===== config.mk =====
export PLATFORM = sky130hd
export DESIGN_NAME = vps_source
export DESIGN_NICKNAME = d
export VERILOG_FILES = /design/src/shared/vps_pkg.sv /design/src/core/vps_bip8.sv /design/src/core/vps_source.sv
export SDC_FILE = /design/constraint.sdc
export NUM_CORES = 1
export LEC_CHECK = 0
export CAP_MARGIN = 20
export CORE_MARGIN = 3
export CORE_UTILIZATION = 45
export DETAILED_ROUTE_END_ITERATION = 7
export DONT_BUFFER_PORTS = 1
export MAX_ROUTING_LAYER = met4
export PLACE_DENSITY = 0.64
export SETUP_SLACK_MARGIN = 0.5
export SKIP_LAST_GASP = 1
export SYNTH_ARGS = -nofsm -noshare
export SYNTH_HDL_FRONTEND = slang
export SYNTH_HIERARCHICAL = 1
export SYNTH_SLANG_ARGS = --single-unit

===== constraint.sdc =====
create_clock -name sys_clk -period 3.2 [get_ports sys_clk]
set_clock_uncertainty 0.1 [all_clocks]
set_input_delay 0.32 -clock sys_clk [delete_from_list [all_inputs] [get_ports sys_clk]]
set_output_delay 0.32 -clock sys_clk [all_outputs]
set_load 0.05 [all_outputs]

===== src/shared/vps_pkg.sv =====
/*
 * Constants shared by the path overhead source and its parity helper.
 * Assumes the adapted stream is a byte-wide container of 9 rows by 85
 * columns, with the overhead column first and frame start on its first byte.
 */
package vps_pkg;

   // -----------------------------------------------------------------
   // Frame geometry
   // -----------------------------------------------------------------
   localparam int unsigned ROWS        = 9;
   localparam int unsigned COLS        = 85;
   localparam logic [3:0]  ROW_LAST    = 4'h8;
   localparam logic [6:0]  COL_LAST    = 7'h54;
   localparam logic [3:0]  ROW_TRACE   = 4'h0;
   localparam logic [3:0]  ROW_PARITY  = 4'h1;
   localparam logic [3:0]  ROW_STATUS  = 4'h3;
   localparam logic [6:0]  COL_OVH     = 7'h00;

   // -----------------------------------------------------------------
   // Trace identifier and status byte layout
   // -----------------------------------------------------------------
   localparam int unsigned TRACE_BYTES = 16;
   localparam logic [3:0]  REI_MAX     = 4'h8;
   localparam logic [1:0]  G1_SPARE    = 2'h0;
   localparam logic        G1_LSB      = 1'b0;
   localparam int unsigned G1_REI_POS  = 4;
   localparam int unsigned G1_RDI_POS  = 3;

   // -----------------------------------------------------------------
   // Timing
   // -----------------------------------------------------------------
   localparam int unsigned CLK_MHZ       = 200;
   localparam int unsigned REMOTE_MAX_US = 1000;
   localparam int unsigned REMOTE_MAX_CYC = REMOTE_MAX_US * CLK_MHZ;
   localparam int unsigned SYNC_STAGES   = 2;

   // -----------------------------------------------------------------
   // Reset values
   // -----------------------------------------------------------------
   localparam logic [7:0]  DATA_RST    = 8'h00;
   localparam logic [3:0]  IDX_RST     = 4'h0;

endpackage : vps_pkg


===== src/core/vps_bip8.sv =====
/*
 * Even bit-interleaved parity over every outgoing byte of one frame.
 * Assumes byte_en marks each outgoing byte and frame_first its first byte.
 */
`timescale 1ns/10ps
module vps_bip8 (
   input  wire logic       sys_clk,
   input  wire logic       rst,
   input  wire logic       byte_en,
   input  wire logic       frame_first,
   input  wire logic [7:0] byte_out,
   output logic      [7:0] parity_prev
);

   logic [7:0] acc_q;

   // -----------------------------------------------------------------
   // Running parity, closed at every frame boundary
   // -----------------------------------------------------------------
   always_ff @(posedge sys_clk or posedge rst) begin
      if (rst) begin
         acc_q       <= vps_pkg::DATA_RST;
         parity_prev <= vps_pkg::DATA_RST;
      end else if (byte_en) begin
         if (frame_first) begin
            parity_prev <= acc_q;
            acc_q       <= byte_out;
         end else begin
            acc_q <= acc_q ^ byte_out;
         end
      end
   end

endmodule : vps_bip8


===== src/core/vps_source.sv =====
/*
 * Path overhead source: inserts trace, parity and remote status bytes
 * into the adapted container stream and forwards clock and frame start.
 * Assumes all stream and remote inputs are asynchronous pins, the trace
 * identifier comes from management logic on sys_clk, and sys_clk runs
 * well above four times the adapted byte clock.
 */
`timescale 1ns/10ps

module vps_source #(
   parameter int unsigned TRACE_BYTES   = vps_pkg::TRACE_BYTES,
   parameter int unsigned REMOTE_MAX_CYC = vps_pkg::REMOTE_MAX_CYC
) (
   input  wire logic                     sys_clk,
   input  wire logic                     rst,
   input  wire logic [7:0]               adapted_data_in,
   input  wire logic                     adapted_clock_in,
   input  wire logic                     adapted_frame_start_in,
   input  wire logic                     remote_defect_request,
   input  wire logic [3:0]               remote_error_count,
   input  wire logic [TRACE_BYTES*8-1:0] transmit_trace_id,
   output logic      [7:0]               path_data_out,
   output logic                          path_clock_out,
   output logic                          path_frame_start_out
);

   // -----------------------------------------------------------------
   // Decoding helpers
   // -----------------------------------------------------------------
   function automatic logic [3:0] rei_code(input logic [3:0] cnt);
      // Counts above eight can reach the 4-bit port; clamp rather than wrap
      if (cnt > vps_pkg::REI_MAX) begin
         rei_code = vps_pkg::REI_MAX;
      end else begin
         rei_code = cnt;
      end
   endfunction : rei_code

   function automatic logic [7:0] status_byte(input logic [3:0] rei,
                                              input logic       rdi);
      status_byte = {rei_code(rei), rdi, vps_pkg::G1_SPARE,
                     vps_pkg::G1_LSB};
   endfunction : status_byte

   function automatic logic [7:0] trace_byte(
      input logic [TRACE_BYTES*8-1:0] id,
      input logic [3:0]               idx);
      logic [TRACE_BYTES*8-1:0] sh;
      sh = id << (32'(idx) * 8);
      trace_byte = sh[TRACE_BYTES*8-1 -: 8];
   endfunction : trace_byte

   // -----------------------------------------------------------------
   // Input synchronisers
   // -----------------------------------------------------------------
   localparam int unsigned SW = 15;

   logic [SW-1:0] sync1_q;
   logic [SW-1:0] sync2_q;
   logic          clk_d3_q;
   logic [3:0]    rei_d3_q;

   always_ff @(posedge sys_clk or posedge rst) begin
      if (rst) begin
         sync1_q <= '0;
         sync2_q <= '0;
      end else begin
         sync1_q <= {adapted_clock_in, adapted_frame_start_in,
                     adapted_data_in, remote_defect_request,
                     remote_error_count};
         sync2_q <= sync1_q;
      end
   end

   logic       clk_s;
   logic       fs_s;
   logic [7:0] data_s;
   logic       rdi_s;
   logic [3:0] rei_s;

   assign clk_s  = sync2_q[14];
   assign fs_s   = sync2_q[13];
   assign data_s = sync2_q[12:5];
   assign rdi_s  = sync2_q[4];
   assign rei_s  = sync2_q[3:0];

   always_ff @(posedge sys_clk or posedge rst) begin
      if (rst) begin
         clk_d3_q <= 1'b0;
      end else begin
         clk_d3_q <= clk_s;
      end
   end

   // Extra stage on the count, only to tell a settled word from a moving one
   always_ff @(posedge sys_clk or posedge rst) begin
      if (rst) begin
         rei_d3_q <= 4'h0;
      end else begin
         rei_d3_q <= rei_s;
      end
   end

   // One-cycle enable per adapted byte, taken on its rising clock edge
   logic byte_en;
   assign byte_en = clk_s & ~clk_d3_q;

   // -----------------------------------------------------------------
   // Frame position
   // -----------------------------------------------------------------
   logic [3:0] row_q;
   logic [6:0] col_q;
   logic [3:0] row_cur;
   logic [6:0] col_cur;

   // Frame start wins over the counters, so alignment recovers in a frame
   assign row_cur = fs_s ? vps_pkg::ROW_TRACE : row_q;
   assign col_cur = fs_s ? vps_pkg::COL_OVH   : col_q;

   always_ff @(posedge sys_clk or posedge rst) begin
      if (rst) begin
         row_q <= vps_pkg::ROW_TRACE;
         col_q <= vps_pkg::COL_OVH;
      end else if (byte_en) begin
         if (col_cur == vps_pkg::COL_LAST) begin
            col_q <= vps_pkg::COL_OVH;
            row_q <= (row_cur == vps_pkg::ROW_LAST) ?
                     vps_pkg::ROW_TRACE : row_cur + 4'h1;
         end else begin
            col_q <= col_cur + 7'h01;
            row_q <= row_cur;
         end
      end
   end

   // -----------------------------------------------------------------
   // Trace index, one byte of the identifier per frame
   // -----------------------------------------------------------------
   logic [3:0] trace_idx_q;

   always_ff @(posedge sys_clk or posedge rst) begin
      if (rst) begin
         trace_idx_q <= vps_pkg::IDX_RST;
      end else if (byte_en && fs_s) begin
         if (32'(trace_idx_q) == TRACE_BYTES - 1) begin
            trace_idx_q <= vps_pkg::IDX_RST;
         end else begin
            trace_idx_q <= trace_idx_q + 4'h1;
         end
      end
   end

   // -----------------------------------------------------------------
   // Remote status snapshot
   // -----------------------------------------------------------------
   // Defect bit refreshed every frame (125 us), error count in the next frame it is settled at frame start, far inside the REMOTE_MAX_CYC bound
   logic [3:0] rei_q;
   logic       rdi_q;

   always_ff @(posedge sys_clk or posedge rst) begin
      if (rst) begin
         rei_q <= 4'h0;
         rdi_q <= 1'b0;
      end else if (byte_en && fs_s) begin
         rdi_q <= rdi_s;
         // Bits settle unevenly; a word seen changing waits one frame
         if (rei_s == rei_d3_q) begin
            rei_q <= rei_s;
         end
      end
   end

   // -----------------------------------------------------------------
   // Overhead insertion
   // -----------------------------------------------------------------
   logic [7:0] parity_prev;
   logic [7:0] out_d;
   logic       is_ovh;

   assign is_ovh = (col_cur == vps_pkg::COL_OVH);

   always_comb begin
      out_d = data_s;
      if (is_ovh) begin
         case (row_cur)
            vps_pkg::ROW_TRACE:
               out_d = trace_byte(transmit_trace_id, trace_idx_q);
            vps_pkg::ROW_PARITY:
               out_d = parity_prev;
            vps_pkg::ROW_STATUS:
               out_d = status_byte(rei_q, rdi_q);
            default:
               out_d = data_s;
         endcase
      end
   end

   vps_bip8 u_bip8 (
      .sys_clk     (sys_clk),
      .rst         (rst),
      .byte_en     (byte_en),
      .frame_first (fs_s),
      .byte_out    (out_d),
      .parity_prev (parity_prev)
   );

   // -----------------------------------------------------------------
   // Output registers
   // -----------------------------------------------------------------
   // Clock lags data by one cycle so data is settled at its rising edge
   always_ff @(posedge sys_clk or posedge rst) begin
      if (rst) begin
         path_data_out        <= vps_pkg::DATA_RST;
         path_frame_start_out <= 1'b0;
      end else if (byte_en) begin
         path_data_out        <= out_d;
         path_frame_start_out <= fs_s;
      end
   end

   always_ff @(posedge sys_clk or posedge rst) begin
      if (rst) begin
         path_clock_out <= 1'b0;
      end else begin
         path_clock_out <= clk_d3_q;
      end
   end

endmodule : vps_source


==> flow_summary.toml, run 1 <==
[outcome]
outcome = "finished clean"

[setup_path]
slowest_delay_ps = 470
timing.critical_path.required_ps = 3340
cp_max_fo = 9
timing.critical_path.from_type = "flip-flop"
worstPathCellList = "nand2b_1 > inv_1 > ha_1 > o21a_1 > a22oi_1 > and3_4 > a21oi_1 > o21ai_0 > a32o_1"
crit_arrival_ps = 2600
end_kind = "flip-flop"
slowest_stage = "sky130_fd_sc_hd__dfrtp_1"
worstPathBufferInverterCount = 1
critPathTopFamily = "compound AO/OA/AOI/OAI gates"
timing.reg2reg.setup_slack_ps = 740
setup.worst_path.class = "reg2reg"

[synthesis]
post_synth_main_area_contributors = "sky130_fd_sc_hd__dfrtp_1 45%, sky130_fd_sc_hd__mux2i_1 14%, sky130_fd_sc_hd__a22oi_1 5.8%"
fraction_of_synthesis_flops_using_an_asynchronous_set_or_reset_pin_pct = 100
synth_seq_cells = 81
yosys.cell_count.top_type = "sky130_fd_sc_hd__dfrtp_1"
sequential_fraction_of_the_synthesis_area_pct = 44.9
synth_enable_flop_cells = 0
synthesis.nets = 560
ys_warn_count = 6
synthTopCellsByCount = "81 x sky130_fd_sc_hd__dfrtp_1, 64 x sky130_fd_sc_hd__mux2i_1, 35 x sky130_fd_sc_hd__a22oi_1"
post_synth_num_cell_types = 50
yosys_top_cell_by_area = "sky130_fd_sc_hd__dfrtp_1"
dominantRegCellSynth = "sky130_fd_sc_hd__dfrtp_1"
syn-mean-instance-area_um2 = 11.0
synth.cell_area_um2 = 4510
area_share_of_the_largest_cell_type_after_synthesis_pct = 44.9
synthCells = 410

[sta]
final-setup-viol-count = 0
slew_headroom_pct = 47.4
grt_setup_unrepaired = "false"
finalWorstPathRequiredPeriod_ps = 2460
report.final.slew_viol_count = 0
worst_pin_slew_ps = 787
post-route-worst-setup-slack_ps = 741
tns_ps = 0
final_clock_period_utilization_by_the_worst_path_pct = 76.8
finalHoldWorstSlack_ps = 250
max_freq_ghz = 0.407
timing_hold_violations_final = 0

[floorplanning]
die_area_um2 = 11300
start_util_pct = 47.5
core.rowCount = 35
design.portCount = 155
core_outline_area_um2 = 9500
die-height_um = 106
fp.dieW_um = 106

[placement]
port-buffer-count = 0
placed_cell_area_um2 = 4560
place_worst_setup_slack_ps = 793
place.detailed.instances = 524
detailed_place_hpwl_um = 8880
globalplace.congestion = 0.885

[cts]
cts.root.buffer_cell = "sky130_fd_sc_hd__clkbuf_8"
clock_latency_ps = 350
clk_pin_slew_worst_paths_ps = 80
cts-root-to-sink-buffers = 2
cts.hold.buffers_added = 16
postCtsResizedCells = 0
cts_tree = "built"
cts-htree-levels = 3
cts-buffers-inserted = 9
cts.repair_timing.setup_buffer_count = 0
cts.sink_count = 81

[final_layout]
finish.cell_count_without_fillers = 556
stdcell_area_um2 = 4950
area_growth_syn_to_layout_pct = 9.73
post_route_cells_drive_above_1_share_pct = 14.1
postLayoutCoreUtil_pct = 52.1
final_net_count = 572
antenna_cells = 0

[pwr]
leakagePower_nw = 2.10
power.density_cell_area_nw_per_um2 = 761
peakVddDrop_mv = 0.421
total_power_mw = 3.77

[global_routing]
grt_use_total_pct = 20.7
overflow = 0
grt_pass1_wl_um = 17700
initial_antenna_violation_count = 0
grt_start_max_net_pins = 41
via_count_of_the_first_global_routing_pass = 3376

[detailed_routing]
post_drt_via_cell_ratio = 6.09
remaining_drc_errors = 0
detail_route.wirelength_um = 11400
antenna_violating_nets_post_route = 0
drt_first_pass_iters = 5
routed-via-count = 3388
routed_wire_length_per_instance_um = 20.5
drtIter0Drc = 254

[hold_path]
hold_path_class = "reg2reg"

[job]
max_cap_viol_count = 0
worst register-to-register path, stage by stage (launching register included):
cell and delay, ps:
sky130_fd_sc_hd__dfrtp_1 470, sky130_fd_sc_hd__nand2b_1 230, sky130_fd_sc_hd__inv_1 80, sky130_fd_sc_hd__ha_1 230, sky130_fd_sc_hd__o21a_1 380, sky130_fd_sc_hd__a22oi_1 160
sky130_fd_sc_hd__and3_4 190, sky130_fd_sc_hd__a21oi_1 170, sky130_fd_sc_hd__o21ai_0 110, sky130_fd_sc_hd__a32o_1 220
sequential cells by signal (all words and copies together), names as in the netlist, 4 cells and up:
register            count
col_q                   7
row_q                   4
rei_d3_q                4
trace_idx_q             4
u_bip8/parity_prev      8
rei_q                   4
sync2_q                15
sync1_q                15
path_data_out           8
u_bip8/acc_q            8
routing by layer:
metal	global-route usage, %	part of all wire (%)	vias to the layer above
met3	3.70	6.6	16
met2	34.5	51	138
met5	-	0	-
met1	25.6	41	1675
met4	6.94	1.8	0
li1	-	-	1559
power breakdown:
group / total, mW / internal (mW) / switching (mW)
sequential: 1.63 / 1.24 / 0.390
combinational: 1.31 / 0.642 / 0.666
clock: 0.835 / 0.461 / 0.373
final cells by class:
class | count | area (um2)
timing repair buffer | 28 | 250
tap | 129 | 161
clock buffer | 10 | 138
multi-input combinational | 293 | 2250
clock inverter | 6 | 91.3
fill | 843 | 4550
sequential | 81 | 2030
inverter | 9 | 33.8
worst paths after layout:
check                             from               end  depth (start not counted)
max in group asynchronous          rst  path_data_out[1]                          3
min in group asynchronous          rst   u_bip8/acc_q[7]                          2
max                        sync2_q[13]   u_bip8/acc_q[6]                          9
min                         sync1_q[5]        sync2_q[5]                          0
min reg2reg                 sync1_q[5]        sync2_q[5]                          0
max reg2reg                sync2_q[13]   u_bip8/acc_q[6]                          9
layout by cell type (no fill, tap or decap), types with 7 or more instances in the layout:
master and count:
sky130_fd_sc_hd__inv_1 7, sky130_fd_sc_hd__clkbuf_8 10, sky130_fd_sc_hd__nand2_1 16, sky130_fd_sc_hd__mux2_2 16
sky130_fd_sc_hd__a32o_1 8, sky130_fd_sc_hd__o21a_1 7, sky130_fd_sc_hd__a21oi_1 14, sky130_fd_sc_hd__buf_4 12
sky130_fd_sc_hd__o21ai_0 18, sky130_fd_sc_hd__nand4_1 7, sky130_fd_sc_hd__dfrtp_1 79, sky130_fd_sc_hd__dlygate4sd3_1 16
sky130_fd_sc_hd__mux2i_1 64, sky130_fd_sc_hd__nand3_1 20, sky130_fd_sc_hd__nor2_1 9, sky130_fd_sc_hd__a22oi_1 35
sky130_fd_sc_hd__nand2b_1 11
cell families after synthesis:
kind of cell | count (synthesis) | synth area share [%]
fa+ha+maj | 5 | 1.39
mux | 80 | 18.2
xor+xnor | 6 | 1.16
simple gates | 90 | 11.3
compound gates | 112 | 17.8
buf+inv | 36 | 5.27
flops | 81 | 44.9
Note: power is estimated with default switching activity, not from simulation.
==> run 2: changes to the inputs <==
==> constraint.sdc (replaced) <==
create_clock -name sys_clk -period 2.5 [get_ports sys_clk]
set_clock_uncertainty 0.1 [all_clocks]
set_input_delay 0.25 -clock sys_clk [delete_from_list [all_inputs] [get_ports sys_clk]]
set_output_delay 0.25 -clock sys_clk [all_outputs]
set_load 0.05 [all_outputs]
==> flow_summary.toml, run 2 (synthesized netlist as in run 1, its figures left out) <==
[outcome]
outcome = "finished clean"

[final_layout]
multiInputGateArea_um2 = 2420
layout_commonest_cell = "sky130_fd_sc_hd__dfrtp_1"
post_route_cells_drive_above_1_share_pct = 21.5
antenna_cells = 0
area_growth_syn_to_layout_pct = 15.7
top_regs = "sync1_q: 15 flops, sync2_q: 15 flops"
stdcell_area_um2 = 5220
final_net_count = 582
seqCellArea_um2 = 2030
most-common-layout-cells = "78 x sky130_fd_sc_hd__dfrtp_1, 64 x sky130_fd_sc_hd__mux2i_1, 33 x sky130_fd_sc_hd__a22oi_1"
postLayoutCoreUtil_pct = 54.9
finish.cell_count_without_fillers = 566
number_of_fill_cells = 833

[setup_path]
rr_endpoint = "u_bip8/acc_q[3]"
regToRegStartpoint = "sync2_q[13]"
worst_r2r_path_depth = 9
timing.reg2reg.setup_slack_ps = 300
setup.worst_path.class = "reg2reg"
timing.critical_path.required_ps = 2650
timing.critical_path.from_type = "flip-flop"
cp_max_fo = 8
crit_arrival_ps = 2350
end_kind = "flip-flop"

[sta]
slew_headroom_pct = 52.3
report.final.slew_viol_count = 0
max_freq_ghz = 0.454
worst_pin_slew_ps = 715
post-route-worst-setup-slack_ps = 298
finalWorstPathRequiredPeriod_ps = 2200
finalHoldWorstSlack_ps = 253
grt_setup_unrepaired = "true"
final_clock_period_utilization_by_the_worst_path_pct = 88.1
tns_ps = 0
timing_hold_violations_final = 0
final-setup-viol-count = 0

[placement]
place.detailed.instances = 522
placed_cell_area_um2 = 4660
port-buffer-count = 0
globalplace.congestion = 0.844
place_worst_setup_slack_ps = 152
detailed_place_hpwl_um = 8610

[detailed_routing]
detail_route.wirelength_um = 11600
drt_first_pass_iters = 4
routed-via-count = 3405
drtIter0Drc = 206
post_drt_via_cell_ratio = 6.02
antenna_violating_nets_post_route = 0
remaining_drc_errors = 0
routed_wire_length_per_instance_um = 20.4

[hold_path]
hold_end = "sync2_q[6]"
timing.hold.worst.start = "sync1_q[6]"
hold_path_class = "reg2reg"
worst_hold_path_stage_count = 0

[floorplanning]
die-height_um = 106
fp.dieW_um = 106
core.rowCount = 35
design.portCount = 155
start_util_pct = 47.5
die_area_um2 = 11300
core_outline_area_um2 = 9500

[cts]
clk_pin_slew_worst_paths_ps = 90
cts.root.buffer_cell = "sky130_fd_sc_hd__clkbuf_8"
cts-htree-levels = 3
cts_tree = "built"
cts-root-to-sink-buffers = 2
clock_latency_ps = 360
cts-buffers-inserted = 9
cts.sink_count = 81

[global_routing]
grt-busiest-layer = "met2"
grt_start_max_net_pins = 36
grt_pass1_wl_um = 18600
initial_antenna_violation_count = 0
globalRouteMet1Util_pct = 25.6
overflow = 0
grt_use_total_pct = 21.5
grt.met2_usage_pct = 37.6
globalRouteMet3Util_pct = 4.86
via_count_of_the_first_global_routing_pass = 3586

[pwr]
peakVddDrop_mv = 0.524
leakagePower_nw = 2.19
total_power_mw = 4.98
power.density_cell_area_nw_per_um2 = 953

[job]
max_cap_viol_count = 0
[run 2: cell type report]
| cell class | count | share of cell area (%) |
|---|---|---|
| multi-input combinational | 295 | 46.3 |
| sequential | 81 | 38.9 |
| timing repair buffer | 36 | 7.05 |
| tap | 129 | 3.09 |
| clock buffer | 9 | 2.37 |
| clock inverter | 7 | 1.61 |
| inverter | 9 | 0.695 |
[run 2: repair_timing]
item                                    4_1_cts  5_1_grt
gates resized for setup                      17       12
hold buffers                                 16        0
endpoints found under the hold margin        63        0
endpoints found under the setup margin       20       34
pin swaps                                     8       10
cloned                                        1        1
buffers inserted                              8        2
[run 2: critical path, stage by stage (launching register included)]
cell	delay, ps
sky130_fd_sc_hd__dfrtp_2	480
sky130_fd_sc_hd__buf_6	150
sky130_fd_sc_hd__nand2b_4	150
sky130_fd_sc_hd__ha_4	180
sky130_fd_sc_hd__o31ai_4	310
sky130_fd_sc_hd__buf_4	180
sky130_fd_sc_hd__nor2_4	60
sky130_fd_sc_hd__a21oi_2	190
sky130_fd_sc_hd__o21ai_1	80
sky130_fd_sc_hd__a32o_1	210
[run 2: where the power goes]
part           switching (mW)  leakage (nW)  internal, mW
Sequential              0.466         0.963          1.58
Clock                   0.522         0.103         0.482
Combinational           0.979          1.12         0.945
Total                    1.97          2.19          3.01
[run 2: worst max-delay path by stage]
stage	from	to	cells after the start
2_1_floorplan	sync2_q[13]	u_bip8/acc_q[0]	9
3_3_place_gp	sync2_q[13]	u_bip8/acc_q[4]	9
3_5_place_dp	sync2_q[13]	u_bip8/acc_q[2]	9
4_1_cts	sync2_q[13]	u_bip8/acc_q[3]	9
5_1_grt	sync2_q[13]	u_bip8/acc_q[3]	9
6_report	sync2_q[13]	u_bip8/acc_q[3]	9
[run 2: routing by layer]
| layer | share of wire [%] | vias up | wire (um) |
|---|---|---|---|
| met5 | 0 | - | 0 |
| met4 | 0.86 | 0 | 99 |
| met3 | 5.9 | 10 | 679 |
| met2 | 52 | 122 | 6000 |
| met1 | 41 | 1686 | 4780 |
| li1 | - | 1587 | - |
